### config.mk
export PLATFORM = sky130hd
export DESIGN_NAME = ccpv_top
export DESIGN_NICKNAME = d
export VERILOG_FILES = /design/src/rtl/ccpv_pkg.sv /design/src/rtl/ccpv_edge.sv /design/src/rtl/ccpv_top.sv
export SDC_FILE = /design/constraint.sdc
export NUM_CORES = 1
export LEC_CHECK = 0
export ABC_AREA = 1
export BUFFER_PORTS_ARGS = -buffer_cell sky130_fd_sc_hd__buf_4
export CAP_MARGIN = 0
export CORE_ASPECT_RATIO = 1.75
export CORE_MARGIN = 2
export CORE_UTILIZATION = 47
export CTS_BUF_LIST = sky130_fd_sc_hd__clkbuf_8
export DETAILED_ROUTE_END_ITERATION = 8
export PLACE_DENSITY = 0.79
export SKIP_LAST_GASP = 1
export SLEW_MARGIN = 20
export SYNTH_ARGS = -nofsm -noshare
export SYNTH_HDL_FRONTEND = slang
export SYNTH_SLANG_ARGS = --single-unit
### constraint.sdc
create_clock -name mclk -period 2.83 [get_ports mclk]
set_clock_uncertainty 0.15 [all_clocks]
set_input_delay 0.1415 -clock mclk [delete_from_list [all_inputs] [get_ports mclk]]
set_output_delay 0.1415 -clock mclk [all_outputs]
set_load 0.02 [all_outputs]
### src/rtl/ccpv_pkg.sv
// Constants for the capture/compare/PWM value and timer-select block
package ccpv_pkg;

  // ****************************************
  // Widths and counts
  // ****************************************
  localparam int unsigned CCPV_DATA_W  = 32;
  localparam int unsigned CCPV_ADDR_W  = 8;
  localparam int unsigned CCPV_REG_W   = 8;
  localparam int unsigned CCPV_VAL_W   = 16;
  localparam int unsigned CCPV_PW_W    = 10;
  localparam int unsigned CCPV_NT_W    = 8;
  localparam int unsigned CCPV_FINE_W  = 2;
  localparam int unsigned CCPV_SRC_N   = 8;
  localparam int unsigned CCPV_CTS_W   = 3;
  localparam int unsigned CCPV_TSEL_W  = 2;
  localparam int unsigned CCPV_CH_N    = 5;
  localparam int unsigned CCPV_PWM_N   = 2;

  // ****************************************
  // Register byte addresses
  // ****************************************
  localparam logic [7:0] CCPV_OFF_VAL_LO = 8'h00;
  localparam logic [7:0] CCPV_OFF_VAL_HI = 8'h04;
  localparam logic [7:0] CCPV_OFF_CTRL   = 8'h08;
  localparam logic [7:0] CCPV_OFF_CAPSRC = 8'h0C;
  localparam logic [7:0] CCPV_OFF_TSEL_A = 8'h10;
  localparam logic [7:0] CCPV_OFF_TSEL_B = 8'h14;

  // ****************************************
  // Control register layout and reset values
  // ****************************************
  localparam int unsigned CCPV_EN_BIT    = 7;
  localparam int unsigned CCPV_OUT_BIT   = 5;
  localparam int unsigned CCPV_FMT_BIT   = 4;
  localparam int unsigned CCPV_MODE_MSB  = 3;
  localparam int unsigned CCPV_TSELB_MSB = 5;
  localparam logic [3:0] CCPV_MODE_RST   = 4'h0;
  localparam logic [2:0] CCPV_CTS_RST    = 3'h0;
  localparam logic [7:0] CCPV_TSEL_A_RST = 8'h55;
  localparam logic [5:0] CCPV_TSEL_B_RST = 6'h15;

  // ****************************************
  // Timer-select codes
  // ****************************************
  localparam logic [1:0] CCPV_TSEL_FIRST  = 2'h1;
  localparam logic [1:0] CCPV_TSEL_SECOND = 2'h2;
  localparam logic [1:0] CCPV_TSEL_THIRD  = 2'h3;

  // ****************************************
  // Mode codes
  // ****************************************
  localparam logic [3:0] CCPV_M_OFF       = 4'h0;
  localparam logic [3:0] CCPV_M_TOGG_CLR  = 4'h1;
  localparam logic [3:0] CCPV_M_TOGG      = 4'h2;
  localparam logic [3:0] CCPV_M_CAP_ANY   = 4'h3;
  localparam logic [3:0] CCPV_M_CAP_FALL  = 4'h4;
  localparam logic [3:0] CCPV_M_CAP_RISE  = 4'h5;
  localparam logic [3:0] CCPV_M_CAP_R4    = 4'h6;
  localparam logic [3:0] CCPV_M_CAP_R16   = 4'h7;
  localparam logic [3:0] CCPV_M_SET       = 4'h8;
  localparam logic [3:0] CCPV_M_CLR       = 4'h9;
  localparam logic [3:0] CCPV_M_PULSE     = 4'hA;
  localparam logic [3:0] CCPV_M_PULSE_CLR = 4'hB;
  localparam logic [3:0] CCPV_M_PWM       = 4'hF;

  // Last prescaler count before a capture fires
  localparam logic [3:0] CCPV_PRESC_4  = 4'h3;
  localparam logic [3:0] CCPV_PRESC_16 = 4'hF;

endpackage

### src/rtl/ccpv_edge.sv
// Capture edge detector with rising-edge prescaler
`timescale 1ns/100ps
`default_nettype none

module ccpv_edge
  import ccpv_pkg::*;
(
  input  wire logic       mclk,
  input  wire logic       nrst,
  input  wire logic       ce,
  input  wire logic       clr,
  input  wire logic [3:0] mode,
  input  wire logic       level,
  output logic            hit
);

  logic       prev;
  logic [3:0] cnt;
  logic [3:0] next_cnt;
  wire        rise = level & ~prev;
  wire        fall = ~level & prev;

  always_comb begin
    hit      = 1'b0;
    next_cnt = cnt;
    unique case (mode)
      CCPV_M_CAP_ANY:  hit = rise | fall;
      CCPV_M_CAP_FALL: hit = fall;
      CCPV_M_CAP_RISE: hit = rise;
      CCPV_M_CAP_R4,
      CCPV_M_CAP_R16: begin
        if (rise) begin
          if (cnt == ((mode == CCPV_M_CAP_R4) ? CCPV_PRESC_4 : CCPV_PRESC_16)) begin
            hit      = 1'b1;
            next_cnt = 4'h0;
          end else begin
            next_cnt = cnt + 4'h1;
          end
        end
      end
      default: begin
        hit      = 1'b0;
        next_cnt = 4'h0;
      end
    endcase
  end

  always_ff @(posedge mclk) begin
    if (!nrst) begin
      prev <= 1'b0;
      cnt  <= 4'h0;
    end else if (ce) begin
      prev <= level;
      cnt  <= clr ? 4'h0 : next_cnt;
    end
  end

endmodule

`default_nettype wire

### src/rtl/ccpv_top.sv
// Capture/compare/PWM channel: value registers, timer selection, APB slave
//
// Contract
// - Capture loads low and high value bytes from selected wide timer.
// - Compare matches high:low value pair against selected wide timer count.
// - Right-aligned PWM width is high bits 1..0 above low byte.
// - Left-aligned PWM width is high byte above low bits 7..6.
// - Channel timer fields pick first, second or third timer pair; 00 reserved.
// - Standalone PWM timer fields pick narrow timer; 00 reserved.
// - Unimplemented register bits read as zero.
// - Value bytes have no reset value.
// - Alignment bit: 1 left, 0 right, used only in PWM.
// - New pulse width is buffered only at narrow timer period match.
// - Mode field selects off, capture, compare or PWM function.
// - Every mode event flags interrupt and may trigger a conversion.
//
// Chosen here: the APB interface to the registers and the register addresses.
`timescale 1ns/100ps
`default_nettype none

module ccpv_top
  import ccpv_pkg::*;
(
  input  wire logic        mclk,
  input  wire logic        nrst,
  input  wire logic        ce,
  input  wire logic [7:0]  paddr,
  input  wire logic        psel,
  input  wire logic        penable,
  input  wire logic        pwrite,
  input  wire logic [31:0] pwdata,
  output logic      [31:0] prdata,
  output logic             pready,
  output logic             pslverr,
  input  wire logic [15:0] wide_timer_first,
  input  wire logic [15:0] wide_timer_second,
  input  wire logic [15:0] wide_timer_third,
  input  wire logic [7:0]  narrow_timer_first,
  input  wire logic [7:0]  narrow_timer_second,
  input  wire logic [7:0]  narrow_timer_third,
  input  wire logic [1:0]  narrow_fine_first,
  input  wire logic [1:0]  narrow_fine_second,
  input  wire logic [1:0]  narrow_fine_third,
  input  wire logic        narrow_period_first,
  input  wire logic        narrow_period_second,
  input  wire logic        narrow_period_third,
  input  wire logic [7:0]  capture_pins,
  input  wire logic        conv_source_this,
  output logic             ccp_out,
  output logic             wide_timer_clear,
  output logic             channel_interrupt_flag,
  output logic             conv_trigger,
  output logic      [9:0]  channel_timer_sel,
  output logic      [3:0]  pwm_timer_sel
);

  // ****************************************
  // Registers
  // ****************************************
  logic [7:0] value_low_byte;
  logic [7:0] value_high_byte;
  logic       ctrl_en;
  logic       alignment_bit;
  logic [3:0] ctrl_mode;
  logic [2:0] capture_source_reg;
  logic [7:0] timer_select_reg_a;
  logic [5:0] timer_select_reg_b;

  // ****************************************
  // Channel state
  // ****************************************
  logic       out_q;
  logic       next_out;
  logic       eq_q;
  logic       pulse_q;
  logic [9:0] pw_buf;
  logic [7:0] sync1;
  logic [7:0] sync2;
  logic       cap_hit;

  // ****************************************
  // APB decode
  // ****************************************
  wire setup  = psel & ~penable;
  wire access = psel & penable;

  wire hit_lo  = (paddr == CCPV_OFF_VAL_LO);
  wire hit_hi  = (paddr == CCPV_OFF_VAL_HI);
  wire hit_ctl = (paddr == CCPV_OFF_CTRL);
  wire hit_cap = (paddr == CCPV_OFF_CAPSRC);
  wire hit_ta  = (paddr == CCPV_OFF_TSEL_A);
  wire hit_tb  = (paddr == CCPV_OFF_TSEL_B);
  wire hit_any = hit_lo | hit_hi | hit_ctl | hit_cap | hit_ta | hit_tb;

  wire wr     = access & pwrite;
  wire wr_lo  = wr & hit_lo;
  wire wr_hi  = wr & hit_hi;
  wire wr_ctl = wr & hit_ctl;
  wire wr_cap = wr & hit_cap;
  wire wr_ta  = wr & hit_ta;
  wire wr_tb  = wr & hit_tb;

  // Zero wait states: read data is registered in the setup cycle
  assign pready  = 1'b1;
  assign pslverr = access & ~hit_any;

  wire [7:0] ctrl_rd = {ctrl_en, 1'b0, out_q, alignment_bit, ctrl_mode};
  wire [7:0] cap_rd  = {5'h00, capture_source_reg};
  wire [7:0] tb_rd   = {2'h0, timer_select_reg_b};

  wire [7:0] rd_byte = hit_lo  ? value_low_byte  :
                       hit_hi  ? value_high_byte :
                       hit_ctl ? ctrl_rd         :
                       hit_cap ? cap_rd          :
                       hit_ta  ? timer_select_reg_a :
                       hit_tb  ? tb_rd           : 8'h00;

  always_ff @(posedge mclk) begin
    if (!nrst) begin
      prdata <= 32'h0000_0000;
    end else if (ce && setup) begin
      prdata <= {24'h00_0000, rd_byte};
    end
  end

  // ****************************************
  // Timer selection
  // ****************************************
  wire [1:0] channel1_timer_field = timer_select_reg_a[1:0];

  wire sel_third  = (channel1_timer_field == CCPV_TSEL_THIRD);
  wire sel_second = (channel1_timer_field == CCPV_TSEL_SECOND);

  // Reserved code 00 falls to the first pair; software must not use it
  wire [15:0] sel_wide = sel_third  ? wide_timer_third  :
                         sel_second ? wide_timer_second : wide_timer_first;
  wire [7:0] sel_narrow = sel_third  ? narrow_timer_third  :
                          sel_second ? narrow_timer_second : narrow_timer_first;
  wire [1:0] sel_fine = sel_third  ? narrow_fine_third  :
                        sel_second ? narrow_fine_second : narrow_fine_first;
  wire sel_period = sel_third  ? narrow_period_third  :
                    sel_second ? narrow_period_second : narrow_period_first;

  assign channel_timer_sel = {timer_select_reg_b[1:0], timer_select_reg_a};
  assign pwm_timer_sel = timer_select_reg_b[CCPV_TSELB_MSB:2];

  // ****************************************
  // Mode decode
  // ****************************************
  // Mode field decode
  wire mode_off = (ctrl_mode == CCPV_M_OFF);
  wire mode_on  = ctrl_en & ~mode_off;
  wire is_pwm   = (ctrl_mode == CCPV_M_PWM);
  wire is_cap   = (ctrl_mode >= CCPV_M_CAP_ANY) && (ctrl_mode <= CCPV_M_CAP_R16);
  wire is_cmp   = (ctrl_mode == CCPV_M_TOGG_CLR) || (ctrl_mode == CCPV_M_TOGG)
                  || ((ctrl_mode >= CCPV_M_SET) && (ctrl_mode <= CCPV_M_PULSE_CLR));
  wire is_pulse = (ctrl_mode == CCPV_M_PULSE) || (ctrl_mode == CCPV_M_PULSE_CLR);
  wire clr_tmr  = (ctrl_mode == CCPV_M_TOGG_CLR) || (ctrl_mode == CCPV_M_PULSE_CLR);

  // ****************************************
  // Capture input
  // ****************************************
  // Pins come from outside the clock domain
  genvar gi;
  generate
    for (gi = 0; gi < CCPV_SRC_N; gi++) begin : g_sync
      always_ff @(posedge mclk) begin
        if (!nrst) begin
          sync1[gi] <= 1'b0;
          sync2[gi] <= 1'b0;
        end else if (ce) begin
          sync1[gi] <= capture_pins[gi];
          sync2[gi] <= sync1[gi];
        end
      end
    end
  endgenerate

  wire cap_level = sync2[capture_source_reg];

  ccpv_edge u_edge (
    .mclk  (mclk),
    .nrst  (nrst),
    .ce    (ce),
    .clr   (~mode_on | ~is_cap),
    .mode  (ctrl_mode),
    .level (cap_level),
    .hit   (cap_hit)
  );

  wire cap_load = mode_on & is_cap & cap_hit;

  // ****************************************
  // Compare
  // ****************************************
  // Value pair against timer
  wire cmp_eq = ({value_high_byte, value_low_byte} == sel_wide);

  // Only the first cycle of a match counts, a stalled timer fires once
  wire cmp_hit = mode_on & is_cmp & cmp_eq & ~eq_q;

  // ****************************************
  // PWM
  // ****************************************
  // Right and left alignment, picked by the alignment bit
  wire [9:0] pw_right = {value_high_byte[1:0], value_low_byte};
  wire [9:0] pw_left = {value_high_byte, value_low_byte[7:6]};
  wire [9:0] pw_raw = alignment_bit ? pw_left : pw_right;

  wire       pwm_act    = mode_on & is_pwm;
  wire [9:0] time_base  = {sel_narrow, sel_fine};
  wire       pwm_period = pwm_act & sel_period;
  // Width above the period never matches, so the pin stays high
  wire       pwm_match  = pwm_act & (time_base == pw_buf);

  // ****************************************
  // Output pin
  // ****************************************
  always_comb begin
    next_out = out_q;
    if (!mode_on) begin
      next_out = 1'b0;
    end else if (pwm_period) begin
      next_out = (pw_raw != 10'h000);
    end else if (pwm_match) begin
      next_out = 1'b0;
    end else if (cmp_hit) begin
      unique case (ctrl_mode)
        CCPV_M_SET:       next_out = 1'b1;
        CCPV_M_CLR:       next_out = 1'b0;
        CCPV_M_PULSE,
        CCPV_M_PULSE_CLR: next_out = 1'b1;
        default:          next_out = ~out_q;
      endcase
    end else if (pulse_q) begin
      next_out = 1'b0;
    end
  end

  always_ff @(posedge mclk) begin
    if (!nrst) begin
      out_q   <= 1'b0;
      eq_q    <= 1'b0;
      pulse_q <= 1'b0;
    end else if (ce) begin
      out_q   <= next_out;
      eq_q    <= cmp_eq & mode_on & is_cmp;
      pulse_q <= cmp_hit & is_pulse;
    end
  end

  assign ccp_out = out_q;

  always_ff @(posedge mclk) begin
    if (!nrst) begin
      pw_buf <= 10'h000;
    end else if (ce) begin
      if (!mode_on) begin
        pw_buf <= 10'h000;
      end else if (pwm_period) begin
        pw_buf <= pw_raw;
      end
    end
  end

  // ****************************************
  // Events
  // ****************************************
  // Every mode event flags
  wire evt = cap_load | cmp_hit | pwm_period;

  always_ff @(posedge mclk) begin
    if (!nrst) begin
      channel_interrupt_flag <= 1'b0;
      conv_trigger           <= 1'b0;
      wide_timer_clear       <= 1'b0;
    end else if (ce) begin
      channel_interrupt_flag <= evt;
      conv_trigger     <= evt & conv_source_this;
      wide_timer_clear <= cmp_hit & clr_tmr;
    end
  end

  // ****************************************
  // Value registers
  // ****************************************
  // No reset branch
  // Capture wins over a software write in the same cycle
  always_ff @(posedge mclk) begin
    if (ce) begin
      if (cap_load) begin
        value_low_byte <= sel_wide[7:0];
      end else if (wr_lo) begin
        value_low_byte <= pwdata[7:0];
      end
    end
  end

  always_ff @(posedge mclk) begin
    if (ce) begin
      if (cap_load) begin
        value_high_byte <= sel_wide[15:8];
      end else if (wr_hi) begin
        value_high_byte <= pwdata[7:0];
      end
    end
  end

  // ****************************************
  // Control and select registers
  // ****************************************
  always_ff @(posedge mclk) begin
    if (!nrst) begin
      ctrl_en       <= 1'b0;
      alignment_bit <= 1'b0;
      ctrl_mode     <= CCPV_MODE_RST;
    end else if (ce && wr_ctl) begin
      ctrl_en       <= pwdata[CCPV_EN_BIT];
      alignment_bit <= pwdata[CCPV_FMT_BIT];
      ctrl_mode     <= pwdata[CCPV_MODE_MSB:0];
    end
  end

  always_ff @(posedge mclk) begin
    if (!nrst) begin
      capture_source_reg <= CCPV_CTS_RST;
    end else if (ce && wr_cap) begin
      capture_source_reg <= pwdata[CCPV_CTS_W-1:0];
    end
  end

  always_ff @(posedge mclk) begin
    if (!nrst) begin
      timer_select_reg_a <= CCPV_TSEL_A_RST;
    end else if (ce && wr_ta) begin
      timer_select_reg_a <= pwdata[7:0];
    end
  end

  always_ff @(posedge mclk) begin
    if (!nrst) begin
      timer_select_reg_b <= CCPV_TSEL_B_RST;
    end else if (ce && wr_tb) begin
      timer_select_reg_b <= pwdata[CCPV_TSELB_MSB:0];
    end
  end

endmodule

`default_nettype wire

==> results_tabular.tex, run 1 <==
\begin{tabular}{lr}
\hline
Metric & Value \\
\hline
\multicolumn{2}{l}{\textbf{Timing}} \\
Post-route minimum period & 2.59 ns \\
Worst slew margin relative to its limit & 45.8\% \\
Final slew viol count & 0 \\
Share of the clock period used by the worst path after layout & 91.6\% \\
Final Hold Fails & 0 \\
Worst Hold Slack & 0.0226 ns \\
Final setup violation count & 0 \\
Worst Tran Pin Value & 0.805 ns \\
Unrepaired setup endpoints after global routing & no \\
Maximum operating frequency & 0.386 GHz \\
Summed negative setup slack over all endpoints & 0 ns \\
\multicolumn{2}{l}{\textbf{Synth}} \\
Area share of the largest cell type after synthesis & 25.0\% \\
Mapped cell area & 5450 um2 \\
Async SR Flop Fraction & 0\% \\
Number of synthesized flops with an enable pin & 16 \\
Yosys warnings & 0 \\
Yosys reg bits & 84 \\
Cell types with the largest area share after synthesis & sky130\_fd\_sc\_hd\_\_dfxtp\_1, sky130\_fd\_sc\_hd\_\_nand2\_1, sky130\_fd\_sc\_hd\_\_edfxtp\_1, sky130\_fd\_sc\_hd\_\_inv\_1, sky130\_fd\_sc\_hd\_\_nor2\_1 \\
Share of the yosys chip area belonging to registers & 33.8\% \\
Post-synth top area cell & sky130\_fd\_sc\_hd\_\_dfxtp\_1 \\
Mean instance size in the synthesized netlist & 6.56 um2 \\
Number of unique standard cell types used by synthesis & 46 \\
Cell count after synthesis & 831 \\
Leading register cell type out of synthesis & sky130\_fd\_sc\_hd\_\_dfxtp\_1 \\
\multicolumn{2}{l}{\textbf{Clocking}} \\
Clock tree from TritonCTS & yes \\
Clock Root Buffer & sky130\_fd\_sc\_hd\_\_clkbuf\_8 \\
CTS H-tree depth & 3 \\
Sink count of the clock tree & 84 \\
Clock transition at path regs & 0.10 ns \\
Clock latency on the worst-skew pair & 0.37 ns \\
Number of buffers created by CTS & 9 \\
CTS max path bufs & 2 \\
Number of setup buffers added after CTS & 0 \\
\multicolumn{2}{l}{\textbf{Placed design}} \\
\# port buffers & 138 \\
GP Congestion & 0.953 \\
Detailed placement HPWL & 13200 um \\
\multicolumn{2}{l}{\textbf{Finish}} \\
Signed area change from the synthesized netlist to the final layout & 26.9\% \\
NumNets Final & 1119 \\
Fraction of final layout cells with drive strength greater than 1 & 19.6\% \\
Most flops, register & pw\_buf \\
Count of filler cells inserted in the layout & 1102 \\
Number of flip-flops in the largest register & 10 \\
Antenna diodes & 0 \\
\multicolumn{2}{l}{\textbf{Critical path}} \\
Critical register-to-register path startpoint & timer\_select\_reg\_a[1] \\
Slack of the worst reg-to-reg path & 0.24 ns \\
Crit. End Element & flip-flop \\
Classification of the worst setup path & flip-flop to flip-flop \\
Worst EP arrival & 2.76 ns \\
Worst Path Required & 2.99 ns \\
Kind of launch point of the worst setup path & flip-flop \\
Reg-to-reg endpoint & ccp\_out \\
Worst r2r path cells & 15 \\
Biggest fanout along the worst timing path & 27 \\
\multicolumn{2}{l}{\textbf{Run status}} \\
Outcome & completed \\
\multicolumn{2}{l}{\textbf{Power and ir drop}} \\
Register share of total power & 48.1\% \\
Leakage power of the design & 3.31 nW \\
Portion of total power attributed to combinational logic & 14.7\% \\
Cell internal power dissipation & 1.93 mW \\
Switching part of the total & 26.0\% \\
Psw & 679 uW \\
Worst VDD drop & 0.458 mV \\
Ratio of total power to cell area & 378 nW/um2 \\
Part of the power in the clock network & 37.1\% \\
\multicolumn{2}{l}{\textbf{Die}} \\
Chip Width & 85.4 um \\
I/O pin count & 188 \\
Core Rows & 52 \\
DIE HEIGHT & 146 um \\
Die area & 12500 um2 \\
Initial core utilization & 47.6\% \\
Core footprint & 11500 um2 \\
\multicolumn{2}{l}{\textbf{Global routing}} \\
Wire length of the first global-routing pass & 26500 um \\
Number of antenna violations at the first check in global routing & 0 \\
Pin count of the biggest net entering global routing & 41 \\
All-layer global routing usage & 26.7\% \\
Number of global-route vias before repair & 5485 \\
Overall overflow remaining after global route & 0 \\
\multicolumn{2}{l}{\textbf{Worst hold path}} \\
Launch point of the worst hold path & nrst \\
Worst min-delay path category & input port to flip-flop \\
End point of the worst hold path & timer\_select\_reg\_a[6] \\
Cells on Worst Hold Path & 2 \\
\multicolumn{2}{l}{\textbf{Detailed routing}} \\
Initial drt markers & 395 \\
Count of vias placed by the detailed router & 5966 \\
WL per Instance & 15.0 um \\
Via density per instance & 5.33 \\
Antenna Violating Nets Remaining & 0 \\
DRC viols & 0 \\
Wirelength, routed & 16800 um \\
Number of detailed-routing iterations run before antenna repair & 5 \\
\multicolumn{2}{l}{\textbf{Flow run}} \\
Max-capacitance violation count & 0 \\
\hline
\end{tabular}
==> per-layer routing <==
| metal | GRT usage [%] | up-vias | share of wire (%) |
|---|---|---|---|
| li1 | - | 2999 | - |
| met1 | 29.7 | 2678 | 38 |
| met2 | 48.9 | 247 | 52 |
| met3 | 4.01 | 42 | 5.8 |
| met4 | 11.9 | 0 | 3.8 |
| met5 | 0 | - | 0 |
==> Yosys cell counts, drive strengths merged, types with 14 or more instances <==
master  instances
edfxtp         16
nand2         178
nor2          110
dfxtp          68
or2            18
inv           111
a21oi          36
nand3          67
a211oi         14
buf            43
nand4          33
o21ai          72
==> metrics by stage <==
step           cell area [um2]  setup slack, ns  utilization, %  instances  total power, mW
3_3_place_gp              6510            0.228            56.8       1086             1.64
5_1_grt                   6920           0.0888            60.4       1120             2.72
3_5_place_dp              6510            0.185            56.8       1086             1.65
2_1_floorplan             5540            0.113               -        854             1.50
6_report                  6920            0.239            60.4       1120             2.61
4_1_cts                   6910            0.161            60.4       1120             2.62
==> worst max path at each step <==
stage / startpoint / to / slack [ns]
after detailed placement: capture_source_reg[0] / value_low_byte[6] / 0.18
after global placement: capture_source_reg[0] / value_low_byte[6] / 0.23
final: timer_select_reg_a[1] / ccp_out / 0.24
after CTS: capture_source_reg[0] / value_low_byte[2] / 0.16
after floorplan: capture_source_reg[0] / value_high_byte[0] / 0.11
after global routing: timer_select_reg_a[1] / ccp_out / 0.09
==> power by group through the flow <==
| stage | clock, mW | combinational, mW | sequential (mW) |
|---|---|---|---|
| 6_report | 0.971 | 0.385 | 1.26 |
| 5_1_grt | 1.03 | 0.426 | 1.26 |
| 4_1_cts | 0.980 | 0.383 | 1.26 |
| 3_5_place_dp | 0 | 0.361 | 1.29 |
| 3_3_place_gp | 0 | 0.358 | 1.29 |
| 2_1_floorplan | 0 | 0.214 | 1.29 |
==> worst max-delay path, stage by stage, from the launching register on <==
cell and delay, ns:
sky130_fd_sc_hd__dfxtp_1 0.42, sky130_fd_sc_hd__buf_12 0.19, sky130_fd_sc_hd__inv_1 0.09, sky130_fd_sc_hd__nor2_4 0.31, sky130_fd_sc_hd__nand2_1 0.16, sky130_fd_sc_hd__nand3_1 0.17
sky130_fd_sc_hd__nand2_1 0.08, sky130_fd_sc_hd__nand2_1 0.06, sky130_fd_sc_hd__nand2_1 0.05, sky130_fd_sc_hd__nor2_1 0.08, sky130_fd_sc_hd__nand3_1 0.10, sky130_fd_sc_hd__nor2_1 0.24
sky130_fd_sc_hd__nand3_1 0.13, sky130_fd_sc_hd__nand2_1 0.08, sky130_fd_sc_hd__nand3_1 0.08, sky130_fd_sc_hd__a21oi_1 0.13
==> final cells by class <==
class,instances,area [um2],share of cell area [%]
Inverter,112,420,6.08
Sequential cell,84,1840,26.6
Multi-Input combinational cell,603,2930,42.3
Clock buffer,9,124,1.79
Timing Repair Buffer,170,1330,19.3
Tap cell,135,169,2.44
Clock inverter,7,98.8,1.43
==> cells by family after synthesis <==
family | count (synthesis) | share of synthesized area (%)
other | 2 | 0.138
adders and majority gates | 3 | 0.688
xor gates and xnor gates | 4 | 0.780
buffers and inverters | 167 | 14.2
and+or+nand+nor | 422 | 34.5
DFF | 84 | 33.8
AOI/OAI and AO/OA | 149 | 15.9
==> what timing repair did <==
item                       CTS  global route
gates resized for setup      0             3
setup endpoints to repair    0            25
hold endpoints to repair    44             0
hold buffers                18             0
==> layout by cell type (no fill, tap or decap), drive strengths merged, types with 9 or more instances in the layout <==
cell type    Yosys  final
a211oi          14     14
a21oi           36     36
buf             43    152
clkbuf          12      9
conb             2     25
dfxtp           68     68
dlygate4sd3      0     18
edfxtp          16     16
inv            111    113
nand2          178    178
nand3           67     67
nand4           33     33
nor2           110    110
o21ai           72     72
or2             18     18
(Power assumes the default switching activity.)
==> run 2, diff against run 1 <==
--- a/config.mk
+++ b/config.mk
@@ -10,12 +10,13 @@
 export CAP_MARGIN = 0
 export CORE_ASPECT_RATIO = 1.75
 export CORE_MARGIN = 2
-export CORE_UTILIZATION = 47
+export CORE_UTILIZATION = 48
 export CTS_BUF_LIST = sky130_fd_sc_hd__clkbuf_8
 export DETAILED_ROUTE_END_ITERATION = 8
-export PLACE_DENSITY = 0.79
+export PLACE_DENSITY = 0.8
 export SKIP_LAST_GASP = 1
 export SLEW_MARGIN = 20
 export SYNTH_ARGS = -nofsm -noshare
 export SYNTH_HDL_FRONTEND = slang
+export SYNTH_HIERARCHICAL = 1
 export SYNTH_SLANG_ARGS = --single-unit
==> run 2 against run 1 <==
Total power is 1.4% lower. Synthesized cell count is 2.0% higher. Clock-buffer cell count is 1 higher. Synthesized area is 1.7% higher. Final cell count is 1.2% higher. Core utilization is 2.0 points higher. Maximum frequency is 0.62% lower. Die area is 0.45% lower. Register-to-register slack worse by 0.02 ns. Via count is 1.7% higher. Global-route usage is 0.28 points lower. Worst hold slack better by 0.011 ns.
==> results_tabular.tex, run 2 <==
\begin{tabular}{lr}
\hline
Metric & Value \\
\hline
\multicolumn{2}{l}{\textbf{Finish}} \\
Register cell area after layout & 1840 um2 (about the same) \\
Commonest non-fill, non-tap cells in the layout & sky130\_fd\_sc\_hd\_\_nand2\_1, sky130\_fd\_sc\_hd\_\_buf\_4, sky130\_fd\_sc\_hd\_\_inv\_1, sky130\_fd\_sc\_hd\_\_nor2\_1, sky130\_fd\_sc\_hd\_\_o21ai\_0 \\
Finished Layout Cells & 1133 (+1.2\%) \\
Fraction of final layout cells with drive strength greater than 1 & 20.4\% (+0.79 points) \\
Antenna diodes & 0 (unchanged) \\
Most flops, register & pw\_buf \\
Combined area of the multi-input logic cells & 3000 um2 (+2.4\%) \\
Count of filler cells inserted in the layout & 1051 (-4.6\%) \\
Signed area change from the synthesized netlist to the final layout & 25.8\% \\
Post-route core utilization & 62.4\% (+2.0 points) \\
Most frequent standard cell in the layout excluding fill and tap cells & sky130\_fd\_sc\_hd\_\_nand2\_1 \\
NumNets Final & 1135 (+1.4\%) \\
Number of flip-flops in the largest register & 10 (unchanged) \\
\multicolumn{2}{l}{\textbf{Critical path}} \\
Worst EP arrival & 2.54 ns (-0.22 ns) \\
Combined buffer and inverter count along the critical path & 3 (+1) \\
CP cell instances & inv\_2 > o21ai\_0 > o22ai\_1 > nor2\_1 > a31oi\_2 > inv\_1 > ha\_1 > o22ai\_1 > o21bai\_1 > nand4\_1 > o22ai\_1 > buf\_4 \\
Biggest fanout along the worst timing path & 8 (-70\%) \\
Last element of the critical path & value\_low\_byte[5] \\
Crit. End Element & flip-flop \\
Delay of the slowest cell on the worst path & 0.35 ns (-0.07 ns) \\
Kind of launch point of the worst setup path & flip-flop \\
Worst Path Required & 2.76 ns (-0.23 ns) \\
Slack of the worst reg-to-reg path & 0.22 ns (-0.02 ns) \\
Critical register-to-register path startpoint & capture\_source\_reg[0] \\
Most repeated library cell on the critical path & sky130\_fd\_sc\_hd\_\_o22ai\_1 \\
Reg-to-reg endpoint & value\_low\_byte[5] \\
Cell with the biggest individual delay on the critical path & sky130\_fd\_sc\_hd\_\_dfxtp\_2 \\
Classification of the worst setup path & flip-flop to flip-flop \\
CP Launch Point & capture\_source\_reg[0] \\
Total stage count of the critical path & 12 (-3) \\
Worst r2r path cells & 12 (-3) \\
Cell family with most CP delay & compound AO/OA/AOI/OAI gates \\
\multicolumn{2}{l}{\textbf{Clocking}} \\
CTS max path bufs & 2 (unchanged) \\
Clock Root Buffer & sky130\_fd\_sc\_hd\_\_clkbuf\_8 \\
Number of buffers created by CTS & 9 (unchanged) \\
Clock tree from TritonCTS & yes \\
CTS H-tree depth & 3 (unchanged) \\
Clock latency on the worst-skew pair & 0.37 ns (about the same) \\
Clock transition at path regs & 0.08 ns (-0.02 ns) \\
Sink count of the clock tree & 84 (unchanged) \\
\multicolumn{2}{l}{\textbf{Global routing}} \\
Pin count of the biggest net entering global routing & 52 (+27\%) \\
Number of antenna violations at the first check in global routing & 0 (unchanged) \\
Number of global-route vias before repair & 5700 (+3.9\%) \\
Wire length of the first global-routing pass & 26400 um (-0.49\%) \\
All-layer global routing usage & 26.4\% (-0.28 points) \\
Overall overflow remaining after global route & 0 (unchanged) \\
\multicolumn{2}{l}{\textbf{Die}} \\
Chip Width & 85.2 um (-0.22\%) \\
Die area & 12500 um2 (-0.45\%) \\
Core Rows & 51 (-1.9\%) \\
I/O pin count & 188 (unchanged) \\
DIE HEIGHT & 146 um (-0.23\%) \\
Core footprint & 11200 um2 (-2.5\%) \\
Initial core utilization & 49.6\% (+2.0 points) \\
\multicolumn{2}{l}{\textbf{Power and ir drop}} \\
Worst VDD drop & 0.374 mV (-18\%) \\
Leakage power of the design & 3.36 nW (+1.5\%) \\
Ratio of total power to cell area & 370 nW/um2 (-2.2\%) \\
Final Total Pwr & 2.58 mW (-1.4\%) \\
\multicolumn{2}{l}{\textbf{Placed design}} \\
Pre-CTS worst setup slack & 0.209 ns (+0.0242 ns) \\
Number of cells in the design after placement & 1099 (+1.2\%) \\
GP Congestion & 0.994 (+4.3\%) \\
Detailed placement HPWL & 13000 um (-0.95\%) \\
\# port buffers & 138 (unchanged) \\
\multicolumn{2}{l}{\textbf{Synth}} \\
Post-Synth XOR/XNOR Area & 0.451\% (-0.33 points) \\
Yosys warnings & 6 (+6) \\
Async SR Flop Fraction & 0\% (unchanged) \\
Mapped cell area & 5540 um2 (+1.7\%) \\
Cell count after synthesis & 848 (+2.0\%) \\
Yosys reg bits & 84 (unchanged) \\
Adder and majority gate portion of the synthesized area & 0.677\% (-0.011 points) \\
Mux cell area share after synthesis & 0\% (unchanged) \\
Main combinational cell family by area after synthesis & simple AND/OR/NAND/NOR gates \\
Most instantiated library cell after synthesis & sky130\_fd\_sc\_hd\_\_nand2\_1 \\
Simple-gate share of the synthesized area & 34.9\% (+0.39 points) \\
Area share of the largest cell type after synthesis & 24.6\% (-0.41 points) \\
Number of synthesized flops with an enable pin & 16 (unchanged) \\
Mean instance size in the synthesized netlist & 6.54 um2 (-0.39\%) \\
Most common library cells after synthesis & sky130\_fd\_sc\_hd\_\_nand2\_1, sky130\_fd\_sc\_hd\_\_inv\_1, sky130\_fd\_sc\_hd\_\_nor2\_1 \\
Number of unique standard cell types used by synthesis & 47 (+2.2\%) \\
Compound-cell area share of the yosys netlist & 16.3\% (+0.37 points) \\
Cell types with the largest area share after synthesis & sky130\_fd\_sc\_hd\_\_dfxtp\_1, sky130\_fd\_sc\_hd\_\_nand2\_1, sky130\_fd\_sc\_hd\_\_edfxtp\_1, sky130\_fd\_sc\_hd\_\_inv\_1, sky130\_fd\_sc\_hd\_\_o21ai\_0 \\
Leading register cell type out of synthesis & sky130\_fd\_sc\_hd\_\_dfxtp\_1 \\
Share of the yosys chip area belonging to registers & 33.2\% (-0.55 points) \\
Post-synth top area cell & sky130\_fd\_sc\_hd\_\_dfxtp\_1 \\
\multicolumn{2}{l}{\textbf{Detailed routing}} \\
Via density per instance & 5.35 (+0.51\%) \\
DRC viols & 0 (unchanged) \\
WL per Instance & 14.9 um (-1.2\%) \\
Count of vias placed by the detailed router & 6066 (+1.7\%) \\
Wirelength, routed & 16800 um (about the same) \\
Number of detailed-routing iterations run before antenna repair & 6 (+1) \\
Antenna Violating Nets Remaining & 0 (unchanged) \\
Initial drt markers & 433 (+9.6\%) \\
\multicolumn{2}{l}{\textbf{Timing}} \\
Maximum operating frequency & 0.384 GHz (-0.62\%) \\
Final slew viol count & 0 (unchanged) \\
Post-route minimum period & 2.61 ns (+0.0163 ns) \\
Worst Tran Pin Value & 0.645 ns (-0.160 ns) \\
Final Hold Fails & 0 (unchanged) \\
Worst slew margin relative to its limit & 57.0\% (+11 points) \\
Final worst-path setup slack & 0.223 ns (-0.0163 ns) \\
Final setup violation count & 0 (unchanged) \\
Summed negative setup slack over all endpoints & 0 ns (unchanged) \\
Share of the clock period used by the worst path after layout & 92.1\% (+0.58 points) \\
Unrepaired setup endpoints after global routing & no \\
\multicolumn{2}{l}{\textbf{Worst hold path}} \\
Worst min-delay path category & input port to flip-flop \\
Launch point of the worst hold path & ce \\
\multicolumn{2}{l}{\textbf{Run status}} \\
Outcome & completed \\
\multicolumn{2}{l}{\textbf{Flow run}} \\
Max-capacitance violation count & 0 (unchanged) \\
\hline
\end{tabular}
==> run 2: changes by cell type in the layout (fill, tap and decap cells not counted), sizes merged, moves of 3 or more <==
cell | before | now
nor2 | 110 | 105
a21oi | 36 | 43
nand2 | 178 | 195
o211ai | 7 | 10
a211oi | 14 | 10
inv | 113 | 120
o21ai | 72 | 75
o22ai | 2 | 5
nor3 | 7 | 2
o221ai | 5 | 2
clkinv | 4 | 1
==> run 2: how the worst min path moves through the flow <==
stage,endpoint,cells after the start,slack (ns)
final,pulse_q,2,0.03
after floorplan,u_edge/cnt[1],2,0.11
after global placement,sync1[5],3,0.21
after detailed placement,sync1[2],3,0.22
after global routing,u_edge/prev,2,0.06
after CTS,channel_interrupt_flag,3,0.03
==> run 2: cell families (layout without fill, tap and decap cells) <==
family | count (synthesis) | after routing
adders and majority gates | 3 | 3
xor gates and xnor gates | 2 | 2
and+or+nand+nor | 428 | 428
DFF | 84 | 84
AOI/OAI and AO/OA | 158 | 158
buffers and inverters | 171 | 301
other | 2 | 25
==> run 2: timing repair <==
item	CTS	global route
setup endpoints to repair	0	34
hold buffers	17	0
buffers inserted	0	1
gates resized for setup	0	6
endpoints found under the hold margin	42	0
==> run 2: stage by stage <==
stage	hold WS, ns	instance area (um2)
6_report	0.0336	6970
5_1_grt	0.0581	6970
4_1_cts	0.0288	6950
3_5_place_dp	0.219	6570
3_3_place_gp	0.213	6570
2_1_floorplan	0.112	5630
==> run 2: report_power, final <==
| group | switching, mW | internal (mW) | total [mW] |
|---|---|---|---|
| Combinational | 0.206 | 0.188 | 0.394 |
| Clock | 0.410 | 0.509 | 0.918 |
| Sequential | 0.0179 | 1.25 | 1.26 |
==> run 2: final cells by class <==
class                      instances  area share, %
clock buffer                      10           1.97
tap                              132           2.37
multi-input combinational        616           43.0
timing repair buffer             168           18.8
sequential                        84           26.5
inverter                         117           6.34
clock inverter                     6           1.08
==> run 2: routing by layer <==
metal | global-route usage [%] | wire length (um)
met5 | 0 | 0
met4 | 11.7 | 576
met3 | 4.86 | 1240
met2 | 48.9 | 8920
met1 | 28.5 | 6090
